**config.mk**
```make
export PLATFORM = sky130hd
export DESIGN_NAME = rrag_top
export DESIGN_NICKNAME = d
export VERILOG_FILES = /design/src/rtl/rrag_pkg.sv /design/src/rtl/rrag_top.sv /design/src/rtl/rrag_apb_regs.sv /design/src/rtl/rrag_skid_buf.sv
export SDC_FILE = /design/constraint.sdc
export NUM_CORES = 1
export LEC_CHECK = 0
export BUFFER_PORTS_ARGS = -buffer_cell sky130_fd_sc_hd__buf_2
export CORE_MARGIN = 3
export CORE_UTILIZATION = 44
export CTS_CLUSTER_SIZE = 16
export DETAILED_ROUTE_END_ITERATION = 12
export GPL_TIMING_DRIVEN = 0
export REMOVE_ABC_BUFFERS = 1
export SYNTH_ARGS = -nofsm -noshare
export SYNTH_HDL_FRONTEND = slang
export SYNTH_SLANG_ARGS = --single-unit
```
**constraint.sdc**
```tcl
create_clock -name i_core_clk -period 5.4 [get_ports i_core_clk]
set_input_delay 0.54 -clock i_core_clk [delete_from_list [all_inputs] [get_ports i_core_clk]]
set_output_delay 0.54 -clock i_core_clk [all_outputs]
set_load 0.03 [all_outputs]
```
**src/rtl/rrag_pkg.sv**
```systemverilog
// Package: register map, field layout and encodings of the rotated refresh address generator
package rrag_pkg;
	// ------------------------------------------------------------
	// Register offsets (byte addresses)
	// ------------------------------------------------------------
	localparam logic [7:0] RRAG_OFS_MODE     = 8'h10;
	localparam logic [7:0] RRAG_OFS_START    = 8'h40;
	localparam logic [7:0] RRAG_OFS_PITCH    = 8'h44;
	localparam logic [7:0] RRAG_OFS_OVL_X    = 8'h50;
	localparam logic [7:0] RRAG_OFS_OVL_Y    = 8'h54;
	localparam logic [7:0] RRAG_OFS_OVL_ADDR = 8'h58;
	localparam logic [7:0] RRAG_OFS_OVL_CTRL = 8'h5c;
	localparam logic [7:0] RRAG_OFS_PANEL    = 8'h60;
	localparam logic [7:0] RRAG_OFS_STATUS   = 8'h64;
	// ------------------------------------------------------------
	// Field layout
	// ------------------------------------------------------------
	localparam int RRAG_ROT_LSB   = 16;
	localparam int RRAG_ROT_MSB   = 17;
	localparam int RRAG_DBL_BIT   = 8;
	localparam int RRAG_BPP_LSB   = 0;
	localparam int RRAG_BPP_MSB   = 2;
	localparam int RRAG_ADDR_W    = 17;
	localparam int RRAG_PITCH_W   = 10;
	localparam int RRAG_DIM_W     = 10;
	localparam int RRAG_OVL_EN    = 0;
	localparam int RRAG_HI_LSB    = 16;
	// ------------------------------------------------------------
	// Reset values
	// ------------------------------------------------------------
	localparam logic [31:0] RRAG_RST_MODE  = 32'h0000_0003;
	localparam logic [31:0] RRAG_RST_ZERO  = 32'h0000_0000;
	localparam logic [31:0] RRAG_RST_PANEL = 32'h00ef_013f;
	// ------------------------------------------------------------
	// Types
	// ------------------------------------------------------------
	typedef enum logic [1:0]
	{
		RRAG_ROT_0   = 2'h0,
		RRAG_ROT_90  = 2'h1,
		RRAG_ROT_180 = 2'h2,
		RRAG_ROT_270 = 2'h3
	} rrag_rot_type;
	typedef enum logic [1:0]
	{
		RRAG_ST_IDLE  = 2'h0,
		RRAG_ST_RUN   = 2'h1,
		RRAG_ST_WRAP  = 2'h3
	} rrag_state_type;
endpackage

```
**src/rtl/rrag_top.sv**
```systemverilog
// Rotated refresh address generator: walks the display buffer in rotated order
// ------------------------------------------------------------
// Summary of operation
// The refresh shows the image turned counter-clockwise by 90, 180 or 270 degrees, done by hardware.
// CPU buffer accesses pass untranslated; only refresh fetch order changes.
// Pixel doubling is forced off whenever 90 or 270 degree rotation is selected.
// The system must clock memory at least 1.25 times the pixel clock for 90 and 270 degrees.
// Mode register bits 17:16 select 01 = 90, 10 = 180 and 11 = 270 degrees.
// At 90 degrees the scan starts at corner B and runs B, D, A, C.
// At 180 degrees the scan starts at corner D and runs D, C, B, A.
// At 270 degrees the scan starts at corner C and runs C, A, D, B.
// For 90 degrees software loads start = ((addr + height*bpp/8)/4) - 1.
// For 180 degrees software loads start = ((addr + (pitch*(height-1)+width)*bpp/8)/4) - 1.
// For 270 degrees software loads start = addr + ((width-1)*pitch*bpp/8)/4.
// The 10-bit pitch holds display width divided by (32/bpp), in words.
// An overlay window placed anywhere in the virtual display is fetched from its own registers.
// The overlay uses the main window's colour depth and rotation, with no own setting.
// Rotation 00 scans unrotated, left to right and top to bottom from the start address.
// ------------------------------------------------------------
module rrag_top
	import rrag_pkg::*;
(
	input  wire logic        i_core_clk,
	input  wire logic        i_arst_n,
	input  wire logic        i_psel,
	input  wire logic        i_penable,
	input  wire logic        i_pwrite,
	input  wire logic [7:0]  i_paddr,
	input  wire logic [31:0] i_pwdata,
	output logic      [31:0] o_prdata,
	output logic             o_pready,
	output logic             o_pslverr,
	input  wire logic        i_frame_start,
	input  wire logic        i_cpu_valid,
	input  wire logic [16:0] i_cpu_addr,
	output logic      [16:0] o_cpu_mem_addr,
	output logic             o_cpu_mem_valid,
	output logic             o_fetch_valid,
	output logic      [16:0] o_fetch_addr,
	output logic             o_fetch_overlay,
	input  wire logic        i_fetch_ready,
	output logic      [1:0]  o_rotation,
	output logic      [2:0]  o_color_depth,
	output logic             o_pixel_double,
	output logic             o_busy
);
	// ------------------------------------------------------------
	// Registers
	// ------------------------------------------------------------
	logic [31:0] mode;
	logic [31:0] start;
	logic [31:0] pitch;
	logic [31:0] ovl_x;
	logic [31:0] ovl_y;
	logic [31:0] ovl_addr;
	logic [31:0] ovl_ctrl;
	logic [31:0] panel;
	logic [31:0] status;

	rrag_apb_regs u_regs
	(
		.i_core_clk (i_core_clk),
		.i_arst_n   (i_arst_n),
		.i_psel     (i_psel),
		.i_penable  (i_penable),
		.i_pwrite   (i_pwrite),
		.i_paddr    (i_paddr),
		.i_pwdata   (i_pwdata),
		.i_status   (status),
		.o_prdata   (o_prdata),
		.o_pready   (o_pready),
		.o_pslverr  (o_pslverr),
		.o_mode     (mode),
		.o_start    (start),
		.o_pitch    (pitch),
		.o_ovl_x    (ovl_x),
		.o_ovl_y    (ovl_y),
		.o_ovl_addr (ovl_addr),
		.o_ovl_ctrl (ovl_ctrl),
		.o_panel    (panel)
	);

	// ------------------------------------------------------------
	// Mode decode
	// ------------------------------------------------------------
	rrag_rot_type rot;
	logic         portrait;
	logic [9:0]   width_m1;
	logic [9:0]   height_m1;
	logic [9:0]   words_m1;
	logic [9:0]   lines_m1;
	logic [9:0]   pitch_w;
	logic [16:0]  pitch_x;
	logic [2:0]   bpp_code;
	logic [16:0]  step_pix;
	logic [16:0]  step_line;
	logic [9:0]   ox0;
	logic [9:0]   ox1;
	logic [9:0]   oy0;
	logic [9:0]   oy1;

	assign rot       = rrag_rot_type'(mode[RRAG_ROT_MSB:RRAG_ROT_LSB]);
	assign portrait  = (rot == RRAG_ROT_90) || (rot == RRAG_ROT_270);
	assign bpp_code  = mode[RRAG_BPP_MSB:RRAG_BPP_LSB];
	assign width_m1  = panel[RRAG_DIM_W-1:0];
	assign height_m1 = panel[RRAG_HI_LSB+RRAG_DIM_W-1:RRAG_HI_LSB];
	assign pitch_w   = pitch[RRAG_PITCH_W-1:0];
	assign pitch_x   = {7'h00, pitch_w};
	// Panel width is in pixels; landscape rows are word runs of width*bpp/32
	// Widened before the shift so that a full-width panel at deep colour cannot wrap
	assign words_m1  = 10'(((18'(width_m1) + 18'h00001) << bpp_code) >> 5) - 10'h001;
	// Portrait scans fetch one word per panel row of the rotated buffer column
	assign lines_m1  = portrait ? words_m1 : height_m1;
	// Overlay bounds share the main window's depth and rotation: no own fields
	assign ox0 = ovl_x[RRAG_DIM_W-1:0];
	assign ox1 = ovl_x[RRAG_HI_LSB+RRAG_DIM_W-1:RRAG_HI_LSB];
	assign oy0 = ovl_y[RRAG_DIM_W-1:0];
	assign oy1 = ovl_y[RRAG_HI_LSB+RRAG_DIM_W-1:RRAG_HI_LSB];

	// Per-rotation address steps: along the refresh row, and between rows
	always_comb
	begin
		step_pix  = 17'h00001;
		step_line = pitch_x;
		case (rot)
			RRAG_ROT_0:
			begin
				step_pix  = 17'h00001;
				step_line = pitch_x;
			end
			RRAG_ROT_90:
			begin
				step_pix  = pitch_x;
				step_line = 17'h1ffff;
			end
			RRAG_ROT_180:
			begin
				step_pix  = 17'h1ffff;
				step_line = 17'(-pitch_x);
			end
			RRAG_ROT_270:
			begin
				step_pix  = 17'(-pitch_x);
				step_line = 17'h00001;
			end
			default:
			begin
				step_pix  = 17'h00001;
				step_line = pitch_x;
			end
		endcase
	end

	// ------------------------------------------------------------
	// Scan state
	// ------------------------------------------------------------
	typedef struct packed
	{
		rrag_state_type st;
		logic [16:0]    row_base;
		logic [16:0]    addr;
		logic [16:0]    ovl_row;
		logic [16:0]    ovl_ptr;
		logic [9:0]     col;
		logic [9:0]     line;
		logic [15:0]    frames;
	} rrag_scan_type;

	rrag_scan_type s_q;
	rrag_scan_type s_d;
	logic          in_ovl;
	logic          ovl_row_hit;
	logic          buf_ready;
	logic          gen_valid;
	logic [17:0]   gen_data;
	logic [17:0]   out_data;

	assign ovl_row_hit = ovl_ctrl[RRAG_OVL_EN] && (s_q.line >= oy0) && (s_q.line <= oy1);
	assign in_ovl      = ovl_row_hit && (s_q.col >= ox0) && (s_q.col <= ox1);
	assign gen_valid   = (s_q.st == RRAG_ST_RUN);
	// Overlay words come from their own base but walk with the main steps
	assign gen_data    = in_ovl ? {1'b1, s_q.ovl_ptr} : {1'b0, s_q.addr};

	always_comb
	begin
		s_d = s_q;
		case (s_q.st)
			RRAG_ST_IDLE:
			begin
				if (i_frame_start)
				begin
					s_d.st       = RRAG_ST_RUN;
					s_d.row_base = start[RRAG_ADDR_W-1:0];
					s_d.addr     = start[RRAG_ADDR_W-1:0];
					s_d.ovl_row  = ovl_addr[RRAG_ADDR_W-1:0];
					s_d.ovl_ptr  = ovl_addr[RRAG_ADDR_W-1:0];
					s_d.col      = 10'h000;
					s_d.line     = 10'h000;
				end
			end
			RRAG_ST_RUN:
			begin
				// Back-pressure from the buffer holds the scan in place
				if (buf_ready)
				begin
					s_d.addr = s_q.addr + step_pix;
					if (in_ovl)
						s_d.ovl_ptr = s_q.ovl_ptr + step_pix;
					if (s_q.col == (portrait ? height_m1 : words_m1))
					begin
						s_d.col      = 10'h000;
						s_d.line     = s_q.line + 10'h001;
						s_d.row_base = s_q.row_base + step_line;
						s_d.addr     = s_q.row_base + step_line;
						if (ovl_row_hit)
						begin
							s_d.ovl_row = s_q.ovl_row + step_line;
							s_d.ovl_ptr = s_q.ovl_row + step_line;
						end
						else
							s_d.ovl_ptr = s_q.ovl_row;
						if (s_q.line == lines_m1)
							s_d.st = RRAG_ST_WRAP;
					end
					else
						s_d.col = s_q.col + 10'h001;
				end
			end
			RRAG_ST_WRAP:
			begin
				s_d.frames = s_q.frames + 16'h0001;
				s_d.st     = RRAG_ST_IDLE;
			end
			default: s_d.st = RRAG_ST_IDLE;
		endcase
	end

	always_ff @(posedge i_core_clk or negedge i_arst_n)
	begin
		if (!i_arst_n)
			s_q <= '0;
		else
			s_q <= s_d;
	end

	// ------------------------------------------------------------
	// Output buffer
	// ------------------------------------------------------------
	rrag_skid_buf #(.WIDTH(18)) u_buf
	(
		.i_core_clk (i_core_clk),
		.i_arst_n   (i_arst_n),
		.i_valid    (gen_valid),
		.i_data     (gen_data),
		.o_ready    (buf_ready),
		.o_valid    (o_fetch_valid),
		.o_data     (out_data),
		.i_ready    (i_fetch_ready)
	);

	assign o_fetch_addr    = out_data[16:0];
	assign o_fetch_overlay = out_data[17];

	// CPU path is a straight pass: no address translation at all
	assign o_cpu_mem_addr  = i_cpu_addr;
	assign o_cpu_mem_valid = i_cpu_valid;

	assign o_rotation     = rot;
	assign o_color_depth  = bpp_code;
	assign o_pixel_double = mode[RRAG_DBL_BIT] && !portrait;
	assign o_busy         = (s_q.st != RRAG_ST_IDLE);
	assign status         = {s_q.frames, 6'h00, s_q.line};
endmodule // rrag_top

```
**src/rtl/rrag_apb_regs.sv**
```systemverilog
// APB register slave of the rotated refresh address generator
module rrag_apb_regs
	import rrag_pkg::*;
(
	input  wire logic        i_core_clk,
	input  wire logic        i_arst_n,
	input  wire logic        i_psel,
	input  wire logic        i_penable,
	input  wire logic        i_pwrite,
	input  wire logic [7:0]  i_paddr,
	input  wire logic [31:0] i_pwdata,
	input  wire logic [31:0] i_status,
	output logic      [31:0] o_prdata,
	output logic             o_pready,
	output logic             o_pslverr,
	output logic      [31:0] o_mode,
	output logic      [31:0] o_start,
	output logic      [31:0] o_pitch,
	output logic      [31:0] o_ovl_x,
	output logic      [31:0] o_ovl_y,
	output logic      [31:0] o_ovl_addr,
	output logic      [31:0] o_ovl_ctrl,
	output logic      [31:0] o_panel
);
	typedef struct packed
	{
		logic [31:0] mode;
		logic [31:0] start;
		logic [31:0] pitch;
		logic [31:0] ovl_x;
		logic [31:0] ovl_y;
		logic [31:0] ovl_addr;
		logic [31:0] ovl_ctrl;
		logic [31:0] panel;
		logic [31:0] rdata;
		logic        err;
	} rrag_regs_type;

	rrag_regs_type r_q;
	rrag_regs_type r_d;
	logic          hit;
	logic [31:0]   rd;

	// ------------------------------------------------------------
	// Decode
	// ------------------------------------------------------------
	always_comb
	begin
		hit = 1'b1;
		rd  = 32'h0000_0000;
		case (i_paddr)
			RRAG_OFS_MODE:     rd = r_q.mode;
			RRAG_OFS_START:    rd = r_q.start;
			RRAG_OFS_PITCH:    rd = r_q.pitch;
			RRAG_OFS_OVL_X:    rd = r_q.ovl_x;
			RRAG_OFS_OVL_Y:    rd = r_q.ovl_y;
			RRAG_OFS_OVL_ADDR: rd = r_q.ovl_addr;
			RRAG_OFS_OVL_CTRL: rd = r_q.ovl_ctrl;
			RRAG_OFS_PANEL:    rd = r_q.panel;
			RRAG_OFS_STATUS:   rd = i_status;
			default:           hit = 1'b0;
		endcase
	end

	always_comb
	begin
		r_d = r_q;
		if (i_psel && !i_penable)
		begin
			// Answer is prepared in setup so the access phase completes at once
			r_d.rdata = hit ? rd : 32'h0000_0000;
			r_d.err   = !hit;
		end
		if (i_psel && i_penable && i_pwrite && hit)
		begin
			case (i_paddr)
				RRAG_OFS_MODE:     r_d.mode     = i_pwdata;
				RRAG_OFS_START:    r_d.start    = {15'h0000, i_pwdata[RRAG_ADDR_W-1:0]};
				RRAG_OFS_PITCH:    r_d.pitch    = {22'h000000, i_pwdata[RRAG_PITCH_W-1:0]};
				RRAG_OFS_OVL_X:    r_d.ovl_x    = i_pwdata;
				RRAG_OFS_OVL_Y:    r_d.ovl_y    = i_pwdata;
				RRAG_OFS_OVL_ADDR: r_d.ovl_addr = {15'h0000, i_pwdata[RRAG_ADDR_W-1:0]};
				RRAG_OFS_OVL_CTRL: r_d.ovl_ctrl = {31'h00000000, i_pwdata[RRAG_OVL_EN]};
				RRAG_OFS_PANEL:    r_d.panel    = i_pwdata;
				default:           r_d.err      = r_q.err;
			endcase
		end
	end

	always_ff @(posedge i_core_clk or negedge i_arst_n)
	begin
		if (!i_arst_n)
		begin
			r_q.mode     <= RRAG_RST_MODE;
			r_q.start    <= RRAG_RST_ZERO;
			r_q.pitch    <= RRAG_RST_ZERO;
			r_q.ovl_x    <= RRAG_RST_ZERO;
			r_q.ovl_y    <= RRAG_RST_ZERO;
			r_q.ovl_addr <= RRAG_RST_ZERO;
			r_q.ovl_ctrl <= RRAG_RST_ZERO;
			r_q.panel    <= RRAG_RST_PANEL;
			r_q.rdata    <= RRAG_RST_ZERO;
			r_q.err      <= 1'b0;
		end
		else
			r_q <= r_d;
	end

	assign o_pready   = 1'b1;
	assign o_prdata   = r_q.rdata;
	assign o_pslverr  = r_q.err && i_psel && i_penable;
	assign o_mode     = r_q.mode;
	assign o_start    = r_q.start;
	assign o_pitch    = r_q.pitch;
	assign o_ovl_x    = r_q.ovl_x;
	assign o_ovl_y    = r_q.ovl_y;
	assign o_ovl_addr = r_q.ovl_addr;
	assign o_ovl_ctrl = r_q.ovl_ctrl;
	assign o_panel    = r_q.panel;
endmodule // rrag_apb_regs

```
**src/rtl/rrag_skid_buf.sv**
```systemverilog
// Two-entry valid/ready buffer for the fetch address stream
module rrag_skid_buf
	import rrag_pkg::*;
#(
	parameter int WIDTH = 18
)
(
	input  wire logic             i_core_clk,
	input  wire logic             i_arst_n,
	input  wire logic             i_valid,
	input  wire logic [WIDTH-1:0] i_data,
	output logic                  o_ready,
	output logic                  o_valid,
	output logic      [WIDTH-1:0] o_data,
	input  wire logic             i_ready
);
	typedef struct packed
	{
		logic [1:0][WIDTH-1:0] mem;
		logic [1:0]            cnt;
	} rrag_buf_type;

	rrag_buf_type s_q;
	rrag_buf_type s_d;
	logic         push;
	logic         pop;

	assign o_ready = (s_q.cnt != 2'h2);
	assign o_valid = (s_q.cnt != 2'h0);
	assign o_data  = s_q.mem[0];
	assign push    = i_valid && o_ready;
	assign pop     = o_valid && i_ready;

	always_comb
	begin
		s_d = s_q;
		if (pop)
			s_d.mem[0] = s_q.mem[1];
		if (push)
			s_d.mem[(s_q.cnt == 2'h0 || (pop && s_q.cnt == 2'h1)) ? 0 : 1] = i_data;
		s_d.cnt = s_q.cnt + {1'b0, push} - {1'b0, pop};
	end

	always_ff @(posedge i_core_clk or negedge i_arst_n)
	begin
		if (!i_arst_n)
			s_q <= '0;
		else
			s_q <= s_d;
	end
endmodule // rrag_skid_buf

```
# ---- After elaboration in Yosys (flattened, before gate mapping)
# Cells that the tools add are included.
dict set report totals {
  in_bits 65
  regBits 350
  word_cells 131
}
dict set report classes {
  reduce_logical 40
  n_eq_ne 24
  n_mux 27
  n_addsub 12
  n_lt_le_gt_ge 6
  shifts 1
}
# cell n
set op_table {}
lappend op_table {{one-hot mux 32 bit (9 select lines)} 1}
lappend op_table {{2-to-1 mux 90 bit} 2}
lappend op_table {{one-hot mux 88 bit (2 select lines)} 1}
lappend op_table {{one-hot mux 17 bit (4 select lines)} 2}
lappend op_table {{2-to-1 mux 18 bit} 4}
lappend op_table {{2-to-1 mux 70 bit} 1}
lappend op_table {{adder 17 bit} 4}
lappend op_table {{equality test 8 x 7 -> 1 bit, second input constant} 8}
lappend op_table {{2-to-1 mux 10 bit} 4}
lappend op_table {{bitwise mux 36 bit} 1}
lappend op_table {{2-to-1 mux 17 bit} 2}
lappend op_table {{>= comparator 32 x 1 -> 1 bit, second input constant} 1}
lappend op_table {{less-than comparator 32 x 3 -> 1 bit, second input constant} 1}
lappend op_table {{2-to-1 mux 32 bit} 1}
lappend op_table {{adder 10 x 1 -> 10 bit, second input constant} 2}
lappend op_table {{equality test 10 bit} 2}
lappend op_table {{>= comparator 10 bit} 2}
lappend op_table {{less-or-equal comparator 10 bit} 2}
lappend op_table {{demux 18 bit (select 1 bit)} 1}
lappend op_table {{negation 10 -> 17 bit} 1}
lappend op_table {{adder 16 x 1 -> 16 bit, second input constant} 1}
lappend op_table {{AND reduction 2 bit} 8}
lappend op_table {{logical AND 1 bit} 15}
lappend op_table {{left shift 11 x 3 -> 15 bit} 1}
lappend op_table {{other kinds (20)} 42}

# ---- Logic depth before layout (Yosys ltp)
# Gate-level depths: netlist of the first run.
dict set report depth {
  depth_word 11
  ltp_mapped 20
}

# ---- By module
# From an unflattened synthesis of the first run, not the netlist that was laid out.
dict set report unflattened {
  hier_cells 2511
  hier_area_um2 25040.3
}
# mod seq_area_each_um2 n_inst area_per_inst_um2 cells_per_inst
set by_module_without_submodules {}
lappend by_module_without_submodules {rrag_top 2652.5 1 11825.1 1441}
lappend by_module_without_submodules {rrag_apb_regs 5175.0 1 11383.4 942}
lappend by_module_without_submodules {rrag_skid_buf 950.9 1 1831.8 128}

# ---- Least setup slack after synthesis of the first run
# No wires, ideal clock.
dict set report synth_path {
  path_type {register to register}
  from {register u_regs.o_panel[1] (netlist name)}
  to {register s_q[43] (netlist bit)}
  stages_incl_launch_ff 19
  arrival_ns 4.511
  synth_period_minus_slack_ns 4.637
  required_time_ns 5.275
  setup_slack_ns 0.763
  path_cell_list {dfstp_2 -> ha_1 -> buf_2 -> inv_1 -> nor3_1 -> nor3_1 -> o311ai_0 -> nand2_1 -> ha_1 -> o2111a_1 -> or4_1 -> a22oi_1 -> o2111ai_1 -> a2111o_2 -> o31ai_4 -> and2_1 -> buf_6 -> buf_12 -> mux2_4}
}
dict set report synth_via {
  elab_chain_cells 8
}
# element line
set synth_rtl {}
lappend synth_rtl {{adder 10 x 1 -> 11 bit (*)} rrag_top.sv:111} ;# assign words_m1 = 10'(((18'(width_m1) + 18'h00001) << bpp_code) >> 5) - 10'h001;
lappend synth_rtl {{left shift 11 x 3 -> 15 bit (*)} rrag_top.sv:111}
lappend synth_rtl {{subtractor 10 x 1 -> 10 bit (*)} rrag_top.sv:111}
lappend synth_rtl {{2-to-1 mux 10 bit (*)} rrag_top.sv:209} ;# if (s_q.col == (portrait ? height_m1 : words_m1))
lappend synth_rtl {{equality test 10 bit (*)} rrag_top.sv:209}
lappend synth_rtl {{2-to-1 mux 70 bit} rrag_top.sv:209}
lappend synth_rtl {{2-to-1 mux 90 bit} rrag_top.sv:204} ;# if (buf_ready)
lappend synth_rtl {{one-hot mux 88 bit (2 select lines)} rrag_top.sv:187} ;# case (s_q.st)
lappend synth_rtl {{end signal: assignment} rrag_top.sv:241} ;# s_q <= '0;
lappend synth_rtl {{end signal: assignment} rrag_top.sv:243} ;# s_q <= s_d;
lappend synth_rtl {{end: declaration} rrag_top.sv:169} ;# rrag_scan_type s_q;
# Every way passes the cells marked *; elsewhere a longest branch is shown, timed or not. The select of a mux whose other input is x is not followed.
# A chain may end at the register's enable or synchronous reset.

# ---- Final worst setup path of the first run
dict set report layout_path {
  from {register u_regs.o_panel[0] (netlist name)}
  to {register s_q[53] (netlist bit)}
}
dict set report layout_via {
  elab_chain_cells 7
}
# element line
set layout_rtl {}
lappend layout_rtl {{adder 10 x 1 -> 11 bit} rrag_top.sv:111}
lappend layout_rtl {{left shift 11 x 3 -> 15 bit} rrag_top.sv:111}
lappend layout_rtl {{subtractor 10 x 1 -> 10 bit} rrag_top.sv:111}
lappend layout_rtl {{2-to-1 mux 10 bit} rrag_top.sv:209}
lappend layout_rtl {{equality test 10 bit} rrag_top.sv:209}
lappend layout_rtl {{!= test 2 bit (no line)} -}
lappend layout_rtl {{AND reduction 4 bit (no line)} -}
# Every way passes these cells.

==> results of run 1 <==
-- power by group --
group          total, mW  leakage (nW)  internal [mW]  switching (mW)
Sequential          3.13          4.61           2.89           0.245
Combinational       1.83          5.97          0.699            1.14
Clock               2.91         0.681           1.73            1.18
-- final cells by class --
type,instances,area share (%)
Multi-Input combinational cell,1621,49.1
Sequential cell,350,35.2
Timing Repair Buffer,162,5.33
Clock buffer,59,4.57
Tap cell,664,3.33
Inverter,95,1.44
Clock inverter,15,1.06
Antenna cell,2,0.0200
-- Yosys cell counts (all sizes together) (27+ instances only) --
master / count / area, um^2
a22oi: 51 / 383
o21ai: 106 / 531
xor2: 29 / 254
mux2: 220 / 2510
a31oi: 51 / 325
mux2i: 37 / 370
nand2: 169 / 634
a21oi: 103 / 515
a221oi: 28 / 245
buf: 118 / 800
ha: 112 / 1400
inv: 92 / 345
nand3: 56 / 280
o211ai: 30 / 225
clkbuf: 75 / 282
nor2: 146 / 548
xnor2: 77 / 674
dfrtp: 334 / 8360
nor3: 48 / 255
or3: 27 / 169
a22o: 29 / 254
-- sequential cells by signal, indices dropped and copies added (netlist names), 10 cells and up --
signal	count
u_regs.o_panel	32
u_buf.o_data	18
u_regs.o_prdata	32
u_regs.o_pitch	10
u_regs.o_start	17
u_regs.o_ovl_y	32
u_buf.s_q	20
u_regs.o_ovl_x	32
u_regs.o_ovl_addr	17
s_q	106
u_regs.o_mode	32
-- layer usage --
layer / routed length [um] / global-route usage [%] / part of all wire [%] / vias to the layer above
met4: 2030 / 8.00 / 3.0 / 0
li1: - / - / - / 8271
met3: 4390 / 3.47 / 6.6 / 109
met5: 0 / 0 / 0 / -
met2: 31500 / 40.0 / 47 / 652
met1: 29000 / 33.7 / 43 / 8985
-- worst register-to-register path, cell delays in order (launching register included) --
cell and delay (ns):
sky130_fd_sc_hd__dfstp_2 0.63, sky130_fd_sc_hd__ha_4 0.23, sky130_fd_sc_hd__inv_1 0.09, sky130_fd_sc_hd__nor3_2 0.25, sky130_fd_sc_hd__nor3_1 0.10, sky130_fd_sc_hd__o311ai_1 0.42
sky130_fd_sc_hd__nand2_1 0.11, sky130_fd_sc_hd__ha_1 0.29, sky130_fd_sc_hd__o2111a_1 0.16, sky130_fd_sc_hd__or4_1 0.49, sky130_fd_sc_hd__a22oi_1 0.27, sky130_fd_sc_hd__o2111ai_2 0.20
sky130_fd_sc_hd__a2111o_2 0.62, sky130_fd_sc_hd__o31ai_4 0.38, sky130_fd_sc_hd__buf_16 0.20, sky130_fd_sc_hd__nand2_1 0.22, sky130_fd_sc_hd__a221o_1 0.40
-- worst paths after layout --
path	startpoint	end	cells after the start
max	u_regs.o_panel[0]	s_q[53]	16
min	i_pwdata[18]	u_regs.o_panel[18]	2
max reg2reg	u_regs.o_panel[0]	s_q[53]	16
min reg2reg	u_buf.s_q[34]	u_buf.s_q[34]	2
max in group asynchronous	i_arst_n	u_regs.o_mode[16]	5
min in group asynchronous	i_arst_n	u_buf.s_q[22]	2
-- repair_timing --
action                                  in CTS  in global routing
hold buffers                                 1                  0
buffers inserted                            10                  9
hold endpoints to repair                    54                  0
gates cloned                                 0                  1
pin swaps                                    8                  6
gates resized for setup                     10                 13
endpoints found under the setup margin      78                 83
-- stage by stage --
step                      cell area, um^2  setup TNS (ns)  hold slack (ns)
after detailed placement            23300          -29.15            0.467
after global placement              22500        -1882.40            0.456
final                               25000               0            0.228
after CTS                           24800         -0.0958            0.200
after floorplan                     21200          -41.55            0.244
after global routing                25000           -1.09            0.223
-- logic make-up after synthesis --
group / Yosys count / share of synthesized area, %
AO/OA/AOI/OAI: 577 / 18.3
XOR/XNOR: 106 / 4.17
adder cells (fa/ha/maj): 116 / 6.66
buffers and inverters: 288 / 6.46
flip-flops: 350 / 39.4
multiplexers: 257 / 12.9
other: 1 / 0.0169
AND/OR/NAND/NOR: 563 / 12.0
==> out/results.txt, run 1 <==
Data arrives at the worst endpoint at 5.65 ns. Vertical die dimension: 231 um. Synthesis produced 2258 cells. The detailed router placed 18000 vias in this run. STA classifies the critical path endpoint as a flop.

Share of synthesized flip-flops with an asynchronous set or reset: 100%. From synthesis to final layout, the design area changed by 12.3%. The first global-routing pass estimated 102000 um of wire.

The layout cell share with drive strength beyond 1 was 22.5%. Global routing used 24.5% of the available tracks across all layers. Once routing completed, OpenROAD measured the worst setup slack at 0.203 ns.

The via count of the first global-routing pass was 17500; the number of warnings issued by yosys was 0. The run gives 39.4% as the sequential element share of the synthesized area. The number of distinct library cells after synthesis is 94, and the number of standard cells in the layout, taps in and fillers out is 2968.

The tools report the area of the mapped netlist as 0.0223 mm^2. The filler cells instantiated in the layout total 4594. The critical path's top delay family is compound AO/OA/AOI/OAI gates.

The run gives 0.00879 mm^2 as the area occupied by registers. The tools report the routed wire length as 66900 um. The count of buffers added on input and output ports is 105. VDD sags by at most 0.000301 V. For the internal reg-to-reg setup slack, the log shows 0.20 ns. CTS placed an instance of sky130_fd_sc_hd__clkbuf_16 at the clock tree root. The count of nets left with antenna violations once routing finished came out at 0. For the number of antenna violations at the first check in global routing, the log shows 2. By instance count, the cell type seen most on the critical path is sky130_fd_sc_hd__nand2_1. The class of the tightest hold or removal check is in2reg.

For this run, the top clock speed supported by timing is 192 MHz. The flow ran to the end, and the final reports show no timing, DRC or antenna violations. The final net count was 2451. Floorplan die width: 231 um.

Walking the worst path, the cells encountered are ha_4, inv_1, nor3_2, nor3_1, o311ai_1, nand2_1, ha_1, o2111a_1, or4_1, a22oi_1, o2111ai_2, a2111o_2, o31ai_4, buf_16, nand2_1, a221o_1. At the end of routability-driven placement, the weighted congestion stood at 0.901. The tools report the total core area as 0.0495 mm^2. The biggest fanout along the worst timing path is 15. Dividing the detail-routed wire length by the instance count gives 22.5 um. The logs give 45.0% for the effective utilization at floorplan and 0 for the number of pins with negative max-slew slack in the final report. The most used flip-flop cell after synthesis was sky130_fd_sc_hd__dfrtp_1. In this run the count of I/O pins placed on the die edge is 143. Type of origin of the critical path: a flop. Clock slew seen by the registers of the worst setup and hold paths: 0.07 ns. In this run the static leakage power is 11.3 nW.

After the first detailed-routing iteration, the DRC count stood at 1667. TritonCTS built the clock tree. The register bit count reported by yosys works out to 350. The tree built by TritonCTS fans out to 350 sinks. The initialized floorplan defines 81 standard-cell rows. The clock passes through at most 3 buffers. Counting the buffers created by CTS gives 40. The worst pin sits at a relative slew slack of 30.7%. The slowest stage of the critical path belongs to the cell sky130_fd_sc_hd__dfstp_2. Leaving out fill and tap cells, the most frequent cells in the layout are sky130_fd_sc_hd__dfrtp_1 (331), sky130_fd_sc_hd__mux2_2 (212), sky130_fd_sc_hd__nand2_1 (165). The total count of hold-check failures in the final report was 0; the insertion delay of the later-clocked pin in the worst-skew pair was 0.59 ns.

The post-detailed-route DRC marker count was 0; the level count of the clock H-tree was 2. Summed over all layers, the global routing overflow is 0. On the worst path, the slowest cell contributes a delay of 0.63 ns.

The floorplan step defined a die boundary enclosing 0.0533 mm^2. Total power after layout: 7.87 mW. At the end of the flow the core is filled with cells to 50.5%. The library cell used most frequently in the layout, excluding fill and tap cells, is sky130_fd_sc_hd__dfrtp_1.

The pre-antenna-repair detailed-routing pass consisted of 7 iterations. Entering global routing, the biggest net connects 110 pins. In the routed layout, each cell is associated on average with a via count of 6.07. Counting flops with a built-in enable in the synthesized netlist gives 0. After legalization and detailed placement, the total HPWL measured 47300 um. On the final layout, the worst clock skew is 0.0259 ns.

The tool flagged a number of max-cap violations equal to 0. The tools report the worst slack at placement as -0.683 ns. The transition time of the tightest slew-check pin came out at 1.04 ns. Once placement completed, the tool counted placed cells totaling 2871. The worst path in the final design needs a cycle of 5.20 ns, including I/O delays and setup.

The critical path contains buffers and inverters numbering 2 combined. Number of failing setup endpoints in the final timing report: 0. The mean cell area of the mapped netlist came out at 9.86 um^2. Part of the cycle the worst path needs: 96.2%. At the worst endpoint, the required time is 5.85 ns.

Summing all multi-input logic gate instances after layout gives 0.0123 mm^2. The worst setup path is of the reg2reg kind. For this design the ratio of total power to cell area is 315 mW/mm^2.
Power figures use the tool's default switching activity.
==> inputs of run 2 (changes only) <==
--- a/config.mk
+++ b/config.mk
@@ -11,7 +11,6 @@
 export CTS_CLUSTER_SIZE = 16
 export DETAILED_ROUTE_END_ITERATION = 12
 export GPL_TIMING_DRIVEN = 0
-export REMOVE_ABC_BUFFERS = 1
 export SYNTH_ARGS = -nofsm -noshare
 export SYNTH_HDL_FRONTEND = slang
 export SYNTH_SLANG_ARGS = --single-unit
==> constraint.sdc (replaced) <==
create_clock -name i_core_clk -period 5.4 [get_ports i_core_clk]
set_input_delay 1.08 -clock i_core_clk [delete_from_list [all_inputs] [get_ports i_core_clk]]
set_output_delay 1.08 -clock i_core_clk [all_outputs]
set_load 0.03 [all_outputs]
==> out/results.txt, run 2 (same netlist as run 1, synthesis figures left out) <==
The flow ran to the end, and the final reports show no timing, DRC or antenna violations. The core region is 0.0495 mm^2. Walking the worst path, the cells encountered are ha_1, buf_2, nand3_1, xnor2_2, mux2i_2, o211ai_1, nand2_1, ha_1, o2111a_1, or4_1, a22oi_1, o2111ai_1, a2111o_2, o31ai_4, buf_4, buf_4, nor2_1, o32a_1. Entering global routing, the biggest net connects 125 pins. Power comes to 8.08 mW. The tools report the number of antenna violations at the first check in global routing as 0. s_q holds more flip-flops than any other register.

The finished layout holds 3129 standard cells, fillers aside. For the number of antenna cells inserted, the log shows 0. The tools report the number of pins with negative max-slew slack in the final report as 0. The setup path with the least slack is of type reg2reg.

The run gives 0.0253 mm^2 as the final design instance area without fill. In this run the tightest slew margin relative to its limit is 32.9%. The residual overflow from global routing was 0.

Clock-pin slew was measured on the worst setup and hold paths at 0.06 ns. The top-level port count is 143. The tree built by TritonCTS fans out to 350 sinks. The tools report the CTS root buffer as sky130_fd_sc_hd__clkbuf_16. The biggest fanout along the worst timing path was 10; the number of clock buffers inserted by TritonCTS was 41. Global routing consumed, over all layers together, 28.2% of the routing resources. The standard cell area after detailed placement came out at 0.0238 mm^2. The layout overhead on the synthesized area came out at 13.9%.

The run gives 5.73 ns as the arrival time of the worst setup path. Effective utilization at floorplan: 45.0%. The tools report the total count of hold-check failures in the final report as 0. The via count of the first global-routing pass is 18800, and the transition time of the tightest slew-check pin is 0.998 ns. At the end of routability-driven placement, the weighted congestion stood at 0.964. Insertion delay of the later-clocked pin in the worst-skew pair: 0.59 ns.

Slowest library cell on the worst path: sky130_fd_sc_hd__dfstp_2. The total of fill cells in the finished design came out at 4626. The per-cell routed wire length works out to 24.4 um. The cell count after placement is 3046, and the part of the cycle the worst path needs is 97.6%. Final period demand of the worst path: 5.27 ns. STA classifies the critical path startpoint as a flop. Cells fill 51.2% of the core in the end.

For the static leakage power, the log shows 11.6 nW. Most common cell after layout, fill and taps aside: sky130_fd_sc_hd__dfrtp_1. The pre-antenna-repair detailed-routing pass consisted of 6 iterations. In the routed design, unresolved DRC markers number 0.

Setup violations remaining at the end of the flow were counted as 0. The number of nets handed over by synthesis was 2439. The average via count per standard cell is 6.08, and the vertical die dimension is 231 um.

The power per cell area came out at 319 mW/mm^2. The logs give 0.0194 ns for the setup skew after layout and 81 for the standard-cell row count. In this run the remaining antenna-violating nets after routing total 0.

TritonCTS built the clock tree. Number of violations of the max-capacitance limit: 0. From left edge to right edge, the die measures 231 um.

The flip-flop count of the largest register after layout works out to 106. Maximum cell stage delay along the critical path: 0.63 ns. In the layout the commonest cells are sky130_fd_sc_hd__dfrtp_1 (334), sky130_fd_sc_hd__mux2_2 (212), sky130_fd_sc_hd__nand2_1 (168). Summing over every cut layer, the via total after detailed routing is 19000.

Critical path's top delay family: compound AO/OA/AOI/OAI gates. For the worst hold margin, the log shows 0.474 ns. The HPWL after detailed placement is 56900 um. The run gives 2 as the level count of the clock H-tree. The tools report the endpoint class of the critical path as a flop. After detailed routing, the total wire length is 76300 um. The longest clock path from root to sink contains 3 buffers. The largest voltage drop on the vdd net is 0.000234 V, and the total buffers and inverters traversed by the critical path is 3. Of the cells placed in the final design, the portion with a size suffix greater than 1 is 23.5%. The first global-routing pass estimated 115000 um of wire. The die covers 0.0533 mm^2. After the last flow step, the layout net total stands at 2615.

The tightest min-delay check is of the reg2reg type. Port buffering added 122 buffers. The peak clock frequency supported by timing is 190 MHz, and the number of DRC markers after the initial detailed-route iteration is 1825. For the required time reported for the critical path endpoint, the log shows 5.86 ns.
[run 2: worst reg2reg max path, stage by stage (launching register included)]
cell                        delay, ns
sky130_fd_sc_hd__dfstp_2         0.63
sky130_fd_sc_hd__ha_1            0.17
sky130_fd_sc_hd__buf_2           0.21
sky130_fd_sc_hd__nand3_1         0.18
sky130_fd_sc_hd__xnor2_2         0.26
sky130_fd_sc_hd__mux2i_2         0.16
sky130_fd_sc_hd__o211ai_1        0.27
sky130_fd_sc_hd__nand2_1         0.11
sky130_fd_sc_hd__ha_1            0.28
sky130_fd_sc_hd__o2111a_1        0.16
sky130_fd_sc_hd__or4_1           0.50
sky130_fd_sc_hd__a22oi_1         0.29
sky130_fd_sc_hd__o2111ai_1       0.28
sky130_fd_sc_hd__a2111o_2        0.53
sky130_fd_sc_hd__o31ai_4         0.36
sky130_fd_sc_hd__buf_4           0.18
sky130_fd_sc_hd__buf_4           0.21
sky130_fd_sc_hd__nor2_1          0.09
sky130_fd_sc_hd__o32a_1          0.28
[run 2: layout make-up]
| type | count | area (um^2) | area share, % |
|---|---|---|---|
| Clock buffer | 61 | 1210 | 4.78 |
| Tap cell | 664 | 831 | 3.28 |
| Timing Repair Buffer | 133 | 743 | 2.93 |
| Multi-Input combinational cell | 1620 | 12100 | 47.8 |
| Buffer | 193 | 1110 | 4.38 |
| Inverter | 95 | 357 | 1.41 |
| Sequential cell | 350 | 8780 | 34.6 |
| Clock inverter | 13 | 194 | 0.765 |
[run 2: routing by layer]
metal | up-vias | part of all wire [%] | routed length, um | GRT usage (%)
met1 | 9350 | 42 | 32100 | 38.4
met5 | - | 0 | 0 | 0
met2 | 863 | 46 | 34900 | 45.1
met4 | 0 | 4.3 | 3300 | 11.9
met3 | 171 | 7.9 | 6060 | 3.90
li1 | 8626 | - | - | -
[run 2: metrics by stage]
| step | worst slack [ns] | setup TNS [ns] |
|---|---|---|
| 6_report | 0.129 | 0 |
| 5_1_grt | -0.000703 | -0.000703 |
| 4_1_cts | 0.0183 | 0 |
| 3_5_place_dp | -0.422 | -15.02 |
| 3_3_place_gp | -3.70 | -1248.10 |
| 2_1_floorplan | 0.763 | 0 |
[run 2: final timing paths]
| kind | start | end | slack (ns) | depth (start not counted) |
|---|---|---|---|---|
| hold reg to reg | u_buf.s_q[35] | u_buf.s_q[35] | 0.47 | 2 |
| min in group asynchronous | i_arst_n | s_q[28] | 0.59 | 1 |
| setup reg to reg | u_regs.o_panel[1] | s_q[51] | 0.13 | 18 |
| hold / removal | u_buf.s_q[35] | u_buf.s_q[35] | 0.47 | 2 |
| setup / recovery | u_regs.o_panel[1] | s_q[51] | 0.13 | 18 |
| max in group asynchronous | i_arst_n | u_regs.o_mode[4] | 3.10 | 3 |
[run 2: power breakdown]
group / total (mW) / internal (mW) / switching, mW / leakage, nW
clock network: 2.92 / 1.75 / 1.17 / 0.691
logic: 1.99 / 0.765 / 1.23 / 6.32
registers: 3.17 / 2.89 / 0.277 / 4.61
total: 8.08 / 5.40 / 2.68 / 11.6
[run 2: repair_timing]
item                       in CTS  in global routing
gates resized for setup        10                 30
setup buffers                   7                  2
pin swaps                       3                  2
gates cloned                    0                  0
hold buffers                    0                  0
setup endpoints to repair      80                 81
==> inputs of run 3 (changes only) <==
--- a/config.mk
+++ b/config.mk
@@ -11,6 +11,7 @@
 export CTS_CLUSTER_SIZE = 16
 export DETAILED_ROUTE_END_ITERATION = 12
 export GPL_TIMING_DRIVEN = 0
+export RECOVER_POWER = 50
 export SYNTH_ARGS = -nofsm -noshare
 export SYNTH_HDL_FRONTEND = slang
 export SYNTH_SLANG_ARGS = --single-unit
==> out/results.txt, run 3 (same netlist as run 1, synthesis figures left out) <==
Category of the critical setup timing path: reg2reg. After routing, the total negative slack on setup checks comes to 0 ns. Buffers inserted to repair hold after CTS numbered 0.

The worst setup path is captured at a flop. Of the available clock period, the critical path in the final layout requires 97.2%. For this run, the number of standard cells in the final layout without fillers is 3129. Before CTS, the worst setup slack after placement is -0.422 ns. The peak clock frequency supported by timing is 190 MHz, and the maximum cell stage delay along the critical path is 0.62 ns. The final reports fail on max-capacitance violations, max-slew violations.

The tools report the number of antenna cells inserted as 0. The insertion delay of the later-clocked pin in the worst-skew pair is 0.59 ns, and the setup skew after layout is 0.0207 ns. The kind of cell with the highest combined delay along the critical path is compound AO/OA/AOI/OAI gates.

Input and output buffers added on the ports amount to 122. CTS root buffer: sky130_fd_sc_hd__clkbuf_16. In this run the vertical extent of the chip is 231 um. The tools report the via count of the first global-routing pass as 18800.

The tools report the type of origin of the critical path as a flop. The congestion estimate from routability-driven global placement came to 0.964. The total buffers and inverters traversed by the critical path is 3, and the layout overhead on the synthesized area is 13.4%. Number of failing setup endpoints in the final timing report: 0. The final layout contains routed wiring with a total length of 76200 um. Across every metal layer, demand over resource in global routing totals 28.2%. In this run the deepest clock path goes through 3 buffers. For the number of detailed-routing iterations run before antenna repair, the log shows 6. The top cell types in the final layout, fill and taps aside, are sky130_fd_sc_hd__dfrtp_1 (334), sky130_fd_sc_hd__mux2_2 (212), sky130_fd_sc_hd__nand2_1 (168).

The most flop-heavy register is s_q. In this run, placement finished with an instance count of 3046. The tools report the overall die area as 0.0533 mm^2. The core region is 0.0495 mm^2. Across the run, the number of max-cap violations was 2. Setup slack on the worst reg-to-reg path comes out at 0.15 ns.

The average via count per standard cell was 6.09. The total count of hold-check failures in the final report is 0. The post-detailed-route DRC marker count is 0, and the required time reported for the critical path endpoint is 5.87 ns. The number of antenna violations at the first check in global routing came out at 0.

The clock slew seen by the registers of the worst setup and hold paths came out at 0.06 ns. Worst hold margin: 0.475 ns. In this run the core area contains 81 standard-cell rows. The post-route antenna net violation count is 0.

The tools report the minimum setup slack in the final design as 0.149 ns. In the final layout, the share of cells above drive strength 1 is 20.5%. In this run the worst path has a maximum fanout of 10.

The completed layout was analyzed and its total power is 8.05 mW. The tools report the level count of the clock H-tree as 2. At the pin with the least slew margin, the transition time is 3.00 ns. Counting every sink on the clock net gives 350. The register with the most flip-flops in the layout has 106 of them. For the static leakage power, the log shows 11.4 nW.

Among all stages on the critical path, the largest delay is contributed by sky130_fd_sc_hd__dfstp_2. The floorplan die width is 231 um, and the worst-case headroom to the max-slew limit is -100%. The number of nets handed over by synthesis was 2439. The first global-routing pass estimated 115000 um of wire. For this block, the via count after detailed routing is 19100. TritonCTS built the clock tree.

The flow ran to the end, but the final reports show violations. Entering global routing, the biggest net connects 125 pins. The tools report the number of pins with negative max-slew slack in the final report as 236. The initial utilization of the core area, before any placement, comes to 45.0%. STA puts the critical path data arrival time at 5.72 ns. The total overflow left after global routing is 0. The per-cell routed wire length is 24.4 um, and the power per cell area is 319 mW/mm^2.

The logs give 2615 for the final net count and 0.000233 V for the largest voltage drop on the vdd net. The wire-length estimate of the detail-placed layout is 56900 um. The detailed router finished its first iteration with 1807 violations. The final period demand of the worst path came out at 5.25 ns.

The number of clock buffers inserted by TritonCTS was 41; the total of fill cells in the finished design was 4674. The tightest min-delay check is of the reg2reg type. For this design the top-level I/O count stands at 143. Leaving out fill and tap cells, the most frequent cell in the layout is sky130_fd_sc_hd__dfrtp_1. The critical path goes through ha_1, buf_2, nand3_1, xnor2_2, mux2i_2, o211ai_1, nand2_1, ha_1, o2111a_1, or4_1, a22oi_1, o2111ai_1, a2111o_2, o31ai_4, buf_4, buf_4, nor2_1, o32a_1.
-- run 3: worst paths after layout --
path | from | endpoint | cells past startpoint
worst min register to register | u_buf.s_q[35] | u_buf.s_q[35] | 2
max in group asynchronous | i_arst_n | u_regs.o_mode[12] | 3
worst min-delay path | u_buf.s_q[35] | u_buf.s_q[35] | 2
worst max register to register | u_regs.o_panel[1] | s_q[51] | 18
min in group asynchronous | i_arst_n | u_buf.o_data[0] | 1
worst max-delay path | u_regs.o_panel[1] | s_q[51] | 18
-- run 3: final cells by class --
| type | count | area [um^2] | share of cell area (%) |
|---|---|---|---|
| multi-input combinational | 1620 | 12100 | 48.1 |
| buffer | 193 | 1110 | 4.40 |
| timing repair buffer | 133 | 622 | 2.47 |
| sequential | 350 | 8780 | 34.8 |
| clock buffer | 61 | 1210 | 4.81 |
| tap | 664 | 831 | 3.29 |
| clock inverter | 13 | 194 | 0.769 |
| inverter | 95 | 357 | 1.41 |
-- run 3: per-stage QoR --
step | area, um^2 | util, %
after detailed placement | 23800 | 48.1
final | 25200 | 51.0
after CTS | 25200 | 51.0
after global routing | 25200 | 51.0
after floorplan | 22300 | -
after global placement | 23700 | 47.9
-- run 3: repair_timing --
action                                  CTS  global route
resized for setup                        10            30
pin swaps                                 3             2
endpoints found under the hold margin     0             0
endpoints found under the setup margin   80            81
setup buffers                             7             2
-- run 3: routing by layer --
layer / GRT usage [%] / vias up / wire length (um)
met1: 38.4 / 9396 / 32000
li1: - / 8622 / -
met4: 11.9 / 0 / 3450
met2: 45.1 / 850 / 34600
met3: 3.90 / 183 / 6110
met5: 0 / - / 0
-- run 3: worst reg2reg max path: stages (launching register included) --
cell and delay, ns:
sky130_fd_sc_hd__dfstp_2 0.62, sky130_fd_sc_hd__ha_1 0.17, sky130_fd_sc_hd__buf_2 0.22, sky130_fd_sc_hd__nand3_1 0.17
sky130_fd_sc_hd__xnor2_2 0.25, sky130_fd_sc_hd__mux2i_2 0.15, sky130_fd_sc_hd__o211ai_1 0.27, sky130_fd_sc_hd__nand2_1 0.11
sky130_fd_sc_hd__ha_1 0.28, sky130_fd_sc_hd__o2111a_1 0.16, sky130_fd_sc_hd__or4_1 0.51, sky130_fd_sc_hd__a22oi_1 0.29
sky130_fd_sc_hd__o2111ai_1 0.28, sky130_fd_sc_hd__a2111o_2 0.53, sky130_fd_sc_hd__o31ai_4 0.37, sky130_fd_sc_hd__buf_4 0.18
sky130_fd_sc_hd__buf_4 0.21, sky130_fd_sc_hd__nor2_1 0.09, sky130_fd_sc_hd__o32a_1 0.28
-- run 3: where the power goes --
part	internal [mW]	switching [mW]
Combinational	0.736	1.23
Sequential	2.89	0.277
Clock	1.75	1.17
